File: src/design/mdfs_pkg.sv
package mdfs_pkg;

  // ----------------------------------------------------------------
  // Timing
  // ----------------------------------------------------------------
  localparam int CLK_NS         = 100;
  // Check period of the carrier event after decimation, 100.0 us.
  localparam int CTRL_PERIOD_NS = 100000;
  localparam int CARRIER_DECIM  = 2;
  localparam int CARRIER_CYC    = CTRL_PERIOD_NS / CLK_NS / CARRIER_DECIM;
  localparam int TICK_NS        = 1000000;
  localparam int TICK_CYC       = TICK_NS / CLK_NS;
  localparam int LOCK_MS        = 1000;
  localparam int TICK_MS        = 1;
  localparam int LOCK_TICKS     = LOCK_MS / TICK_MS;

  // ----------------------------------------------------------------
  // Thresholds (mA, mV, degrees C, rpm)
  // ----------------------------------------------------------------
  localparam logic [15:0] OVERCURRENT_THRESHOLD = 16'h424A;
  localparam logic [15:0] BUS_HIGH_THRESHOLD    = 16'h6D60;
  localparam logic [15:0] BUS_LOW_THRESHOLD     = 16'h1F40;
  localparam logic [15:0] BOARD_TEMP_FAULT_LEVEL = 16'h0078;
  localparam logic [15:0] BOARD_TEMP_WARN_SET   = 16'h006E;
  localparam logic [15:0] BOARD_TEMP_WARN_CLEAR = 16'h0069;
  localparam logic [15:0] COIL_TEMP_FAULT_LEVEL = 16'h00B4;
  localparam logic [15:0] COIL_TEMP_WARN_SET    = 16'h00AA;
  localparam logic [15:0] COIL_TEMP_WARN_CLEAR  = 16'h00A5;
  localparam logic [15:0] OVERSPEED_THRESHOLD   = 16'h1388;
  localparam logic [15:0] STALL_THRESHOLD       = 16'h0096;

  // ----------------------------------------------------------------
  // Fault code word
  // ----------------------------------------------------------------
  localparam logic [3:0] BASE_WARN       = 4'h8;
  localparam logic [3:0] BASE_ERR        = 4'hC;
  localparam logic [3:0] MOD_MCU         = 4'h0;
  localparam logic [3:0] MOD_INVERTER    = 4'h1;
  localparam logic [3:0] MOD_VECTOR      = 4'h8;
  localparam logic [3:0] MOD_APPLICATION = 4'h9;
  localparam logic [7:0] FAC_OVERCURRENT = 8'h00;
  localparam logic [7:0] FAC_INIT        = 8'h00;
  localparam logic [7:0] FAC_OVERVOLT    = 8'h10;
  localparam logic [7:0] FAC_UNDERVOLT   = 8'h11;
  localparam logic [7:0] FAC_OVERTEMP    = 8'h20;
  localparam logic [7:0] FAC_OVERSPEED   = 8'h30;
  localparam logic [7:0] FAC_LOCK        = 8'h31;
  localparam logic [7:0] FAC_ILLEGAL     = 8'h80;
  localparam logic [7:0] FAC_UNKNOWN     = 8'hFF;
  localparam int         BASE_LSB        = 12;

  // ----------------------------------------------------------------
  // Register map
  // ----------------------------------------------------------------
  localparam logic [7:0] REG_CTRL     = 8'h00;
  localparam logic [7:0] REG_STATUS   = 8'h04;
  localparam logic [7:0] REG_FAULT    = 8'h08;
  localparam int         CTRL_INIT    = 0;
  localparam int         CTRL_RUN     = 1;
  localparam int         ST_ROT_LSB   = 0;
  localparam int         ST_SEQ_LSB   = 3;
  localparam int         ST_WARN_B    = 6;
  localparam int         ST_WARN_C    = 7;
  localparam int         ST_STOP      = 8;
  localparam int         ST_OPEN      = 9;
  localparam logic [1:0] RESP_OKAY    = 2'h0;
  localparam logic [1:0] RESP_SLVERR  = 2'h2;

  typedef enum logic [2:0] {
    sensor_offset_trim_state = 3'h1,
    drive_ready_state        = 3'h2,
    drive_fault_state        = 3'h4
  } mdfs_rot_t;

  typedef enum logic [2:0] {
    system_halted_state  = 3'h1,
    system_running_state = 3'h2,
    system_faulted_state = 3'h4
  } mdfs_seq_t;

  typedef struct packed {
    logic        awvalid;
    logic [7:0]  awaddr;
    logic        wvalid;
    logic [31:0] wdata;
    logic [3:0]  wstrb;
    logic        bready;
    logic        arvalid;
    logic [7:0]  araddr;
    logic        rready;
  } mdfs_axi_req_t;

  typedef struct packed {
    logic        awready;
    logic        wready;
    logic        bvalid;
    logic [1:0]  bresp;
    logic        arready;
    logic        rvalid;
    logic [31:0] rdata;
    logic [1:0]  rresp;
  } mdfs_axi_rsp_t;

  // Currents in mA, speed in rpm and temperatures are signed; bus voltage is unsigned.
  typedef struct packed {
    logic [2:0][15:0] phase_ma;
    logic [15:0]      vdc_mv;
    logic [15:0]      board_c;
    logic [15:0]      coil_c;
    logic [15:0]      speed_rpm;
  } mdfs_sense_t;

  typedef struct packed {
    mdfs_rot_t   rot;
    mdfs_seq_t   seq;
    logic [15:0] fault_word;
    logic        warn_board;
    logic        warn_coil;
    logic        run_req;
    logic [15:0] car_cnt;
    logic        decim;
    logic [15:0] ms_cnt;
    logic [9:0]  lock_cnt;
    logic        oc_s1;
    logic        oc_s2;
    logic        aw_have;
    logic [7:0]  aw_addr;
    logic        w_have;
    logic [7:0]  w_data;
    logic        w_strb0;
    logic        bvalid;
    logic [1:0]  bresp;
    logic        rvalid;
    logic [31:0] rdata;
    logic [1:0]  rresp;
  } mdfs_state_t;

endpackage

File: src/design/mdfs_top.sv
// Operation
// RULE_01 - After init, trim sensor offset, then go to drive ready.
// RULE_02 - Any error sends rotation control to fault; only init leaves it.
// RULE_03 - After init the system sequence sits halted.
// RULE_04 - Sequence requests are evaluated once per 1 ms tick.
// RULE_05 - Running is entered only while rotation control is drive ready.
// RULE_06 - Hardware overcurrent comparator forces PWM off immediately.
// RULE_07 - Phase current beyond +/-16.97 A per carrier check stops output, logs overcurrent.
// RULE_08 - Bus voltage above 28.0 V stops output, logs overvoltage.
// RULE_09 - Bus voltage below 8.0 V stops output, logs undervoltage.
// RULE_10 - Board temperature at or above 120 C stops output, logs overtemperature.
// RULE_11 - Board warning sets at 110 C, clears at 105 C, never stops output.
// RULE_12 - Coil temperature at or above 180 C stops output, logs overtemperature.
// RULE_13 - Coil warning sets at 170 C, clears at 165 C.
// RULE_14 - Speed above 5000 rpm stops output, logs overspeed.
// RULE_15 - Speed below 150 rpm for 1 s while running logs lock.
// RULE_16 - Fault word: base nibble, module nibble, factor byte.
// RULE_17 - Base code 0x8 is warning, 0xC is error.
// RULE_18 - Module 0x0 controller, 0x1 inverter, 0x8 vector, 0x9 application.
// RULE_19 - Factors: overcurrent 0x00, overvoltage 0x10, undervoltage 0x11, init error 0x00.
// RULE_20 - Factors: overtemperature 0x20, overspeed 0x30, lock 0x31.
// RULE_21 - Factors: illegal transition 0x80, unknown 0xFF.
// RULE_22 - Current and voltage checks run every second carrier event, each 100 us.
// RULE_23 - A logged error and the stop persist until init clears the word.
// RULE_24 - While halted or faulted, current control is held open-loop.
`timescale 1ns/10ps
module mdfs_top
  import mdfs_pkg::*;
#(
  parameter int MS_TICK_CYC = mdfs_pkg::TICK_CYC
) (
  // Clock and reset
  input  wire logic                    sys_clk,
  input  wire logic                    arst_n,
  // Register bus
  input  wire mdfs_pkg::mdfs_axi_req_t axi_req,
  output      mdfs_pkg::mdfs_axi_rsp_t axi_rsp,
  // Sensing and estimator inputs
  input  wire mdfs_pkg::mdfs_sense_t   sense,
  input  wire logic                    trim_done,
  input  wire logic                    trim_fail,
  input  wire logic                    oc_trip_n,
  // Drive outputs
  output      logic                    pwm_stop,
  output      logic                    open_loop_mode,
  output      logic                    warn_board,
  output      logic                    warn_coil,
  output      logic [15:0]             fault_code_word
);
  import mdfs_pkg::*;

  localparam logic [15:0] CAR_LAST  = 16'(CARRIER_CYC - 1);
  localparam logic [15:0] MS_LAST   = 16'(MS_TICK_CYC - 1);
  localparam logic [9:0]  LOCK_LAST = 10'(LOCK_TICKS - 1);

  mdfs_state_t st;
  mdfs_state_t nx;
  logic        init;
  logic        car_evt;
  logic        ctl_tick;
  logic        ms_tick;
  logic [2:0]  ph_over;
  logic [15:0] spd_abs;
  logic        oc_sw;
  logic        ov;
  logic        uv;
  logic        bt_hot;
  logic        ct_hot;
  logic        ovsp;
  logic        lock_hit;
  logic        illegal;
  logic        err_hit;
  logic [15:0] err_code;
  logic        warn_new;

  // ----------------------------------------------------------------
  // Bus handshakes and outputs
  // ----------------------------------------------------------------
  always_comb begin
    axi_rsp         = '0;
    axi_rsp.awready = !st.aw_have && !st.bvalid;
    axi_rsp.wready  = !st.w_have && !st.bvalid;
    axi_rsp.bvalid  = st.bvalid;
    axi_rsp.bresp   = st.bresp;
    axi_rsp.arready = !st.rvalid;
    axi_rsp.rvalid  = st.rvalid;
    axi_rsp.rdata   = st.rdata;
    axi_rsp.rresp   = st.rresp;
  end

  // The synchronised comparator bypasses the sequencer so the stop needs no tick.
  assign pwm_stop        = (st.seq != system_running_state) || st.oc_s2; // [RULE_06] [RULE_23]
  assign open_loop_mode  = (st.seq != system_running_state); // [RULE_24]
  assign warn_board      = st.warn_board;
  assign warn_coil       = st.warn_coil;
  assign fault_code_word = st.fault_word;

  // ----------------------------------------------------------------
  // Protection comparators
  // ----------------------------------------------------------------
  for (genvar k = 0; k < 3; k++) begin : g_phase
    assign ph_over[k] = ($signed(sense.phase_ma[k]) > $signed(OVERCURRENT_THRESHOLD)) ||
                        ($signed(sense.phase_ma[k]) < -$signed(OVERCURRENT_THRESHOLD)); // [RULE_07]
  end

  assign car_evt  = (st.car_cnt == CAR_LAST);
  assign ctl_tick = car_evt && st.decim; // [RULE_22]
  assign ms_tick  = (st.ms_cnt == MS_LAST);
  assign spd_abs  = sense.speed_rpm[15] ? 16'(-sense.speed_rpm) : sense.speed_rpm;
  assign oc_sw    = ctl_tick && (|ph_over); // [RULE_07]
  assign ov       = ctl_tick && (sense.vdc_mv > BUS_HIGH_THRESHOLD); // [RULE_08]
  assign uv       = ctl_tick && (sense.vdc_mv < BUS_LOW_THRESHOLD); // [RULE_09]
  assign bt_hot   = ms_tick && ($signed(sense.board_c) >= $signed(BOARD_TEMP_FAULT_LEVEL)); // [RULE_10]
  assign ct_hot   = ms_tick && ($signed(sense.coil_c) >= $signed(COIL_TEMP_FAULT_LEVEL)); // [RULE_12]
  assign ovsp     = ms_tick && (spd_abs > OVERSPEED_THRESHOLD); // [RULE_14]
  assign lock_hit = ms_tick && (st.seq == system_running_state) &&
                    (spd_abs < STALL_THRESHOLD) && (st.lock_cnt == LOCK_LAST); // [RULE_15]
  assign illegal  = !(st.rot inside {sensor_offset_trim_state, drive_ready_state, drive_fault_state}) ||
                    !(st.seq inside {system_halted_state, system_running_state, system_faulted_state});

  // ----------------------------------------------------------------
  // Fault code selection, highest priority first
  // ----------------------------------------------------------------
  always_comb begin
    err_hit = 1'b1;
    if (st.oc_s2 || oc_sw) begin
      err_code = {BASE_ERR, MOD_INVERTER, FAC_OVERCURRENT}; // [RULE_19]
    end else if (ov) begin
      err_code = {BASE_ERR, MOD_INVERTER, FAC_OVERVOLT}; // [RULE_19]
    end else if (uv) begin
      err_code = {BASE_ERR, MOD_INVERTER, FAC_UNDERVOLT}; // [RULE_19]
    end else if (bt_hot || ct_hot) begin
      err_code = {BASE_ERR, MOD_APPLICATION, FAC_OVERTEMP}; // [RULE_20]
    end else if (ovsp) begin
      err_code = {BASE_ERR, MOD_VECTOR, FAC_OVERSPEED}; // [RULE_20]
    end else if (lock_hit) begin
      err_code = {BASE_ERR, MOD_VECTOR, FAC_LOCK}; // [RULE_20]
    end else if (illegal) begin
      err_code = {BASE_ERR, MOD_VECTOR, FAC_ILLEGAL}; // [RULE_21]
    end else if (trim_fail && st.rot == sensor_offset_trim_state) begin
      err_code = {BASE_ERR, MOD_MCU, FAC_INIT}; // [RULE_16] [RULE_17] [RULE_18] [RULE_19]
    end else begin
      err_hit  = 1'b0;
      err_code = {BASE_ERR, MOD_MCU, FAC_UNKNOWN}; // [RULE_21]
    end
  end

  // ----------------------------------------------------------------
  // Next state
  // ----------------------------------------------------------------
  always_comb begin
    nx       = st;
    init     = 1'b0;
    warn_new = 1'b0;
    nx.oc_s1 = !oc_trip_n;
    nx.oc_s2 = st.oc_s1;

    // Write channel: address and data are taken in either order.
    if (axi_req.awvalid && axi_rsp.awready) begin
      nx.aw_have = 1'b1;
      nx.aw_addr = axi_req.awaddr;
    end
    if (axi_req.wvalid && axi_rsp.wready) begin
      nx.w_have  = 1'b1;
      nx.w_data  = axi_req.wdata[7:0];
      nx.w_strb0 = axi_req.wstrb[0];
    end
    if (st.aw_have && st.w_have) begin
      nx.aw_have = 1'b0;
      nx.w_have  = 1'b0;
      nx.bvalid  = 1'b1;
      nx.bresp   = RESP_OKAY;
      if (st.aw_addr == REG_CTRL) begin
        if (st.w_strb0) begin
          nx.run_req = st.w_data[CTRL_RUN];
          init       = st.w_data[CTRL_INIT];
        end
      end else if (st.aw_addr != REG_STATUS && st.aw_addr != REG_FAULT) begin
        nx.bresp = RESP_SLVERR;
      end
    end
    if (st.bvalid && axi_req.bready) begin
      nx.bvalid = 1'b0;
    end

    // Read channel.
    if (axi_req.arvalid && axi_rsp.arready) begin
      nx.rvalid = 1'b1;
      nx.rresp  = RESP_OKAY;
      nx.rdata  = '0;
      if (axi_req.araddr == REG_CTRL) begin
        nx.rdata[CTRL_RUN] = st.run_req;
      end else if (axi_req.araddr == REG_STATUS) begin
        nx.rdata[ST_ROT_LSB +: 3] = st.rot;
        nx.rdata[ST_SEQ_LSB +: 3] = st.seq;
        nx.rdata[ST_WARN_B]       = st.warn_board;
        nx.rdata[ST_WARN_C]       = st.warn_coil;
        nx.rdata[ST_STOP]         = pwm_stop;
        nx.rdata[ST_OPEN]         = open_loop_mode;
      end else if (axi_req.araddr == REG_FAULT) begin
        nx.rdata[15:0] = st.fault_word;
      end else begin
        nx.rresp = RESP_SLVERR;
      end
    end else if (st.rvalid && axi_req.rready) begin
      nx.rvalid = 1'b0;
    end

    // Carrier decimation and the 1 ms tick.
    nx.car_cnt = car_evt ? '0 : 16'(st.car_cnt + 16'h0001);
    if (car_evt) begin
      nx.decim = !st.decim; // [RULE_22]
    end
    nx.ms_cnt = ms_tick ? '0 : 16'(st.ms_cnt + 16'h0001);

    // Lock timer counts consecutive slow ticks while running.
    if (st.seq != system_running_state || spd_abs >= STALL_THRESHOLD) begin
      nx.lock_cnt = '0;
    end else if (ms_tick && st.lock_cnt != LOCK_LAST) begin
      nx.lock_cnt = 10'(st.lock_cnt + 10'h001); // [RULE_15]
    end

    // Temperature warnings with hysteresis, updated on the tick.
    if (ms_tick) begin
      if ($signed(sense.board_c) >= $signed(BOARD_TEMP_WARN_SET)) begin
        nx.warn_board = 1'b1; // [RULE_11]
      end else if ($signed(sense.board_c) <= $signed(BOARD_TEMP_WARN_CLEAR)) begin
        nx.warn_board = 1'b0; // [RULE_11]
      end
      if ($signed(sense.coil_c) >= $signed(COIL_TEMP_WARN_SET)) begin
        nx.warn_coil = 1'b1; // [RULE_13]
      end else if ($signed(sense.coil_c) <= $signed(COIL_TEMP_WARN_CLEAR)) begin
        nx.warn_coil = 1'b0; // [RULE_13]
      end
      warn_new = (nx.warn_board && !st.warn_board) || (nx.warn_coil && !st.warn_coil);
    end

    if (init) begin
      nx.rot        = sensor_offset_trim_state; // [RULE_01]
      nx.seq        = system_halted_state; // [RULE_03]
      nx.fault_word = '0; // [RULE_23]
      nx.lock_cnt   = '0;
      nx.warn_board = 1'b0;
      nx.warn_coil  = 1'b0;
    end else if (err_hit) begin
      nx.rot = drive_fault_state; // [RULE_02]
      nx.seq = system_faulted_state;
      if (st.fault_word[BASE_LSB +: 4] != BASE_ERR) begin
        nx.fault_word = err_code; // [RULE_23]
      end
    end else begin
      if (st.rot == sensor_offset_trim_state && trim_done) begin
        nx.rot = drive_ready_state; // [RULE_01]
      end
      if (ms_tick) begin // [RULE_04]
        if (st.seq == system_halted_state && st.run_req && st.rot == drive_ready_state) begin
          nx.seq = system_running_state; // [RULE_05]
        end else if (st.seq == system_running_state && !st.run_req) begin
          nx.seq = system_halted_state;
        end
      end
      if (warn_new && st.fault_word == '0) begin
        nx.fault_word = {BASE_WARN, MOD_APPLICATION, FAC_OVERTEMP}; // [RULE_17]
      end
    end
  end

  always_ff @(posedge sys_clk or negedge arst_n) begin
    if (!arst_n) begin
      st     <= '0;
      st.rot <= sensor_offset_trim_state;
      st.seq <= system_halted_state;
    end else begin
      st <= nx;
    end
  end
endmodule

File: config.mk
export PLATFORM = sky130hd
export DESIGN_NAME = mdfs_top
export DESIGN_NICKNAME = d
export VERILOG_FILES = /design/src/design/mdfs_pkg.sv /design/src/design/mdfs_top.sv
export SDC_FILE = /design/constraint.sdc
export NUM_CORES = 1
export LEC_CHECK = 0
export ABC_AREA = 0
export ABC_CLOCK_PERIOD_IN_PS = 2700
export BUFFER_PORTS_ARGS = -buffer_cell sky130_fd_sc_hd__buf_2
export CORE_MARGIN = 1.5
export CORE_UTILIZATION = 30
export CTS_CLUSTER_DIAMETER = 120
export CTS_CLUSTER_SIZE = 28
export DETAILED_ROUTE_END_ITERATION = 8
export PLACE_DENSITY = 0.65
export SYNTH_ARGS = -nofsm -noshare
export SYNTH_HDL_FRONTEND = slang
export SYNTH_SLANG_ARGS = --single-unit
File: constraint.sdc
create_clock -name sys_clk -period 2.7 [get_ports sys_clk]
set_clock_uncertainty 0.1 [all_clocks]
set_input_delay 0.81 -clock sys_clk [delete_from_list [all_inputs] [get_ports sys_clk]]
set_output_delay 0.81 -clock sys_clk [all_outputs]
set_load 0.03 [all_outputs]
==> metrics, run 1 <==
height of the die=141.0 um; outcome=finished with violations; GR Overflow Total=0; Unique masters post-synth=68; grt peak-use layer=met2; GPL Wtd Cong=0.8440; number of synthesized flops with an enable pin=0; Peak VDD IR=0.3068 mV; Critical Path Source Type=input port; max_cap viols=0; Root Driver=clkbuf_16; Yosys top cell area share=0.3942; DP Cell Count=1112; Design Power=3.745 mW; delay-heaviest family, CP=simple AND/OR/NAND/NOR gates; drt via density=between 4 and 5; CP Capture Type=flip-flop; Hold Buf Count CTS=0; RSZ-0062 raised after global routing=true; final setup margin=-1.092 ns; ant diodes=0; initial antenna violation count=1; met3 Resource Use GR=0.03770; failing checks=setup timing; vias=5591; leading area contributor after synthesis=dfrtp_1; Final Non-Filler Cells=1138; Final #Nets=1079; vias in the first global route=~5500; worst-margin pin slew=0.5573 ns; Layout fillers=1865; io pins=235; Pins Over Slew Limit=0; Final min period=between 3 and 4 ns; slowest CP cell=or4_4; reg-to-reg setup timing slack=-0.24 ns; WP data arrival=between 3 and 4 ns; slew margin rel.=0.6250; P_leak=3.872 nW; YS warnings=0; drt wl/cell=13.61 um; Port Buffers=approximately 170; row count=50; Synth async-reset ratio=1.000; Die X=approximately 140 um; met2 usage=0.2702; CP bufs+invs=2; Num CTS Buffers=9; CP Class=in -> reg; Synth area leaders=dfrtp_1 39%, buf_4 7.1%, nor2_1 4.2%; Setup violations, final=24; routed wire length=15.48 mm; largest net degree at the start of global routing=40; met1 Use GR=0.1920; DRT iter0 DRCs=260; Antenna Violating Nets Remaining=0; global-route wire length before repair=25.09 mm; Final HPWL DP=12.19 mm; Tcrit/Tclk final=1.404; die area=0.01988 mm^2; Crit Path Max Fanout=5; Clk Latency, worst-skew pair=0.34 ns; GRT Util Overall=0.1555; pwr/cell area=roughly 460 mW/mm^2; Layout area overhead=41.41%; CTS sink cnt=92; fmax=between 0.2 and 0.3 GHz; final hold vios=0; Starting Density=0.3054; post-synthesis instance total=619; Mean Syn Cell Area=9.229 um^2; max incr delay on CP=approximately 0.52 ns; Worst-path clk slew=roughly 0.060 ns; Mapped Area=0.005713 mm^2; layout cells sized above 1=0.4159; # H-tree levels=3; CP Cell Sequence=buf_6, or4_4, or4_4, o2111a_1, o32a_1, buf_4, and4_4, or4b_4, mux2i_4, mux2_4; first drt pass iteration count=5; DRC errors left=0; crit-path most repeated cell=or4_4; Crit path required time=2.83 ns; Hold Crit Class=reg -> reg; Seq/Total Area, Yosys=0.4034; synthesis-stage register bit count=92; Core ar.=0.01871 mm^2; TritonCTS clock tree=done; clock buffer depth=2; Primary FF master, synth=dfrtp_1
per-stage QoR:
stage,instance area [um^2],worst slack [ns],utilization,hold slack (ns),setup TNS (ns)
final,8079,-1.092,0.4319,0.2787,-17.51
after global routing,8079,-1.134,0.4319,0.2903,-18.89
after CTS,7910,-1.120,0.4229,0.2811,-15.91
after detailed placement,7535,-1.632,0.4028,0.2675,-27.98
after global placement,7535,-1.558,0.4028,0.2586,-26.48
after floorplan,5869,-1.441,-,0.2312,-19.28
final timing paths:
check	cells after the start	from	end
max	10	sense[8]	fault_code_word[5]
min	0	nx[57]	st[57]
max reg2reg	7	st[57]	fault_code_word[5]
min reg2reg	0	nx[57]	st[57]
max in group asynchronous	2	arst_n	st[65]
min in group asynchronous	1	arst_n	st[82]
synth_stat cells (all sizes together) (14+ instances only):
master,instances
o21ai,20
nor3,19
xnor2,22
dfrtp,90
inv,18
nand3,25
buf,56
mux2,16
xor2,21
nand2,40
nor2,64
nor4,14
a21oi,23
power by group:
part / total (mW) / switching [mW] / internal, mW
logic: 0.903 / 0.500 / 0.403
registers: 1.63 / 0.112 / 1.52
clock network: 1.21 / 0.490 / 0.718
state kept, by name, summed over array words and instances (netlist names):
name,flops
axi_rsp,17
fault_code_word,8
nx,1
st,64
warn_board,1
warn_coil,1
timing repair:
| item | CTS | global route |
|---|---|---|
| resized for setup | 12 | 23 |
| gates cloned | 0 | 1 |
| pin swaps | 7 | 5 |
| endpoints found under the setup margin | 25 | 24 |
| buffers inserted | 5 | 5 |
cells in the final DEF (no fill, tap or decap), types with 6 or more instances in the layout:
| master | n |
|---|---|
| buf_2 | 167 |
| buf_4 | 135 |
| dfrtp_1 | 90 |
| nor2_1 | 60 |
| nand2_1 | 40 |
| conb_1 | 29 |
| nand3_1 | 25 |
| a21oi_1 | 23 |
| xnor2_1 | 22 |
| xor2_1 | 21 |
| o21ai_0 | 18 |
| nor3_1 | 17 |
| inv_1 | 16 |
| nor4_1 | 14 |
| nand4_1 | 13 |
| and3_1 | 12 |
| mux2_2 | 12 |
| clkbuf_16 | 10 |
| or3_1 | 9 |
| a31oi_1 | 8 |
| a211oi_1 | 8 |
| a22o_1 | 8 |
| nor2b_1 | 7 |
| or4_1 | 6 |
layer usage:
layer  part of all wire  wire (um)
met1               0.44       6846
met2               0.50       7676
met3              0.049        753
met4              0.013        197
met5            0.00065         10
kinds of logic after synthesis:
family | count (synthesis) | synth area share
mux | 20 | 0.04074
xor+xnor | 43 | 0.06592
other cells | 1 | 0.0006564
buf+inv | 85 | 0.09286
flops | 92 | 0.4034
fa+ha+maj | 6 | 0.01270
compound gates | 115 | 0.1399
simple gates | 257 | 0.2438
final cells by class:
class / count / area (um^2) / area share
Multi-Input combinational cell: 470 / 3148 / 0.3897
Inverter: 18 / 85.08 / 0.01053
Timing Repair Buffer: 309 / 1959 / 0.2425
Clock buffer: 14 / 284.0 / 0.03516
Tap cell: 234 / 292.8 / 0.03624
Clock inverter: 1 / 5.005 / 0.0006195
Sequential cell: 92 / 2305 / 0.2853
Note: power is estimated with default switching activity, not from simulation.
==> inputs of run 2 (changes only) <==
==> constraint.sdc (replaced) <==
create_clock -name sys_clk -period 2.7 [get_ports sys_clk]
set_clock_uncertainty 0.1 [all_clocks]
set_input_delay 0.54 -clock sys_clk [delete_from_list [all_inputs] [get_ports sys_clk]]
set_output_delay 0.54 -clock sys_clk [all_outputs]
set_load 0.03 [all_outputs]
==> metrics, run 2 (synthesis gave the netlist of run 1 again) <==
most common cell after layout, fill and taps aside=buf_2; # H-tree levels=3; failing checks=setup timing; P_leak=3.840 nW; R2R cell count=7; CP Capture Type=flip-flop; Critical Path Source Type=input port; io pins=235; height of the die=141.0 um; Num CTS Buffers=9; row count=50; Clk Latency, worst-skew pair=0.34 ns; Pins Over Slew Limit=0; final hold slack=0.001347 ns; Crit path required time=2.82 ns; final setup TNS=-10.83 ns; area post-placement=0.007505 mm^2; DRT iter0 DRCs=323; Crit Reg-Reg Endpoint=fault_code_word[7]; vias in the first global route=approximately 5400; pwr/cell area=475.3 mW/mm^2; Core ar.=0.01871 mm^2; largest net degree at the start of global routing=50; Final min period=3.530 ns; fmax=0.2833 GHz; final setup margin=-0.8304 ns; drt wl/cell=13.53 um; vias=5558; Reg with most FFs=st; Final HPWL DP=12.30 mm; CP Class=in -> reg; Port Buffers=171; initial antenna violation count=0; max_cap viols=0; CP Cell Sequence=buf_6, or4_4, or4_4, o2111a_1, o32a_1, buf_4, and4_4, or4b_4, mux2i_4, mux2_4; first drt pass iteration count=4; commonest non-fill, non-tap cells in the layout=169 x buf_2, 131 x buf_4, 90 x dfrtp_1, 62 x nor2_1, 40 x nand2_1; Worst-path clk slew=0.06 ns; final hold vios=0; reg-to-reg setup timing slack=-0.25 ns; Hold Crit Class=in -> async; drt via density=4.893; die area=0.01988 mm^2; max FFs per register=64; GR Overflow Total=0; global-route wire length before repair=25.10 mm; Starting Density=0.3054; Crit Path Max Fanout=5; clock buffer depth=2; Layout area overhead=39.95%; Tcrit/Tclk final=1.308; WP data arrival=roughly 3.7 ns; outcome=finished with violations; Setup violations, final=24; Die X=between 100 and 150 um; Antenna Violating Nets Remaining=0; max incr delay on CP=0.54 ns; slowest CP cell=or4b_4; post-route cell area=approximately 0.008 mm^2; GRT Util Overall=0.1556; FF-to-FF Start=st[57]; Finished Core Util=0.4274; DRC errors left=0; CP bufs+invs=2; Final #Nets=1075; CTS sink cnt=92; layout cells sized above 1=0.4095; GPL Wtd Cong=0.8303; crit-path most repeated cell=or4_4; worst-margin pin slew=0.5443 ns; routed wire length=15.37 mm; Hold Buf Count CTS=0; RSZ-0062 raised after global routing=true; TritonCTS clock tree=done; Root Driver=clkbuf_16; slew margin rel.=0.6338; delay-heaviest family, CP=simple AND/OR/NAND/NOR gates; Peak VDD IR=0.3093 mV
-- run 2: stage by stage --
stage,std cells,total power [mW],worst slack (ns)
2_1_floorplan,647,2.234,-1.171
3_3_place_gp,1108,2.521,-1.288
3_5_place_dp,1108,2.543,-1.332
4_1_cts,1130,3.838,-0.8149
5_1_grt,1135,4.007,-0.8787
6_report,1136,3.800,-0.8304
-- run 2: area by class of cell --
cell class / instances / area, um^2
inverters: 18 / 85.08
fillers: 1854 / 10710
clock buffers: 11 / 252.7
repair buffers: 305 / 1917
well taps: 234 / 292.8
multi-input cells: 470 / 3090
clock inverters: 5 / 50.05
flip-flops and latches: 92 / 2305
diodes: 1 / 2.502
-- run 2: power by group --
group	leakage [nW]	switching [mW]	internal, mW	total, mW
registers	1.17	0.114	1.52	1.64
clock network	0.155	0.507	0.761	1.27
logic	2.52	0.494	0.403	0.897
-- run 2: worst max path at each step --
stage	cells past startpoint	startpoint	slack [ns]	to
4_1_cts	10	sense[8]	-0.81	fault_code_word[7]
6_report	10	sense[8]	-0.83	fault_code_word[7]
3_5_place_dp	12	sense[1]	-1.33	fault_code_word[7]
5_1_grt	10	sense[8]	-0.88	fault_code_word[7]
3_3_place_gp	10	sense[8]	-1.29	fault_code_word[5]
2_1_floorplan	13	sense[1]	-1.17	fault_code_word[11]
-- run 2: timing repair --
action | 4_1_cts | 5_1_grt
cloned | 2 | 0
resized for setup | 14 | 10
pin swaps | 6 | 4
setup buffers | 4 | 5
endpoints found under the setup margin | 24 | 24
-- run 2: metal layers --
layer / track usage / part of all wire / routed length (um) / up-vias
met1: 0.1916 / 0.44 / 6753 / 2628
li1: - / - / - / 2759
met3: 0.03499 / 0.052 / 804 / 18
met2: 0.2707 / 0.49 / 7516 / 153
met5: 0 / 0 / 0 / -
met4: 0.04825 / 0.019 / 291 / 0
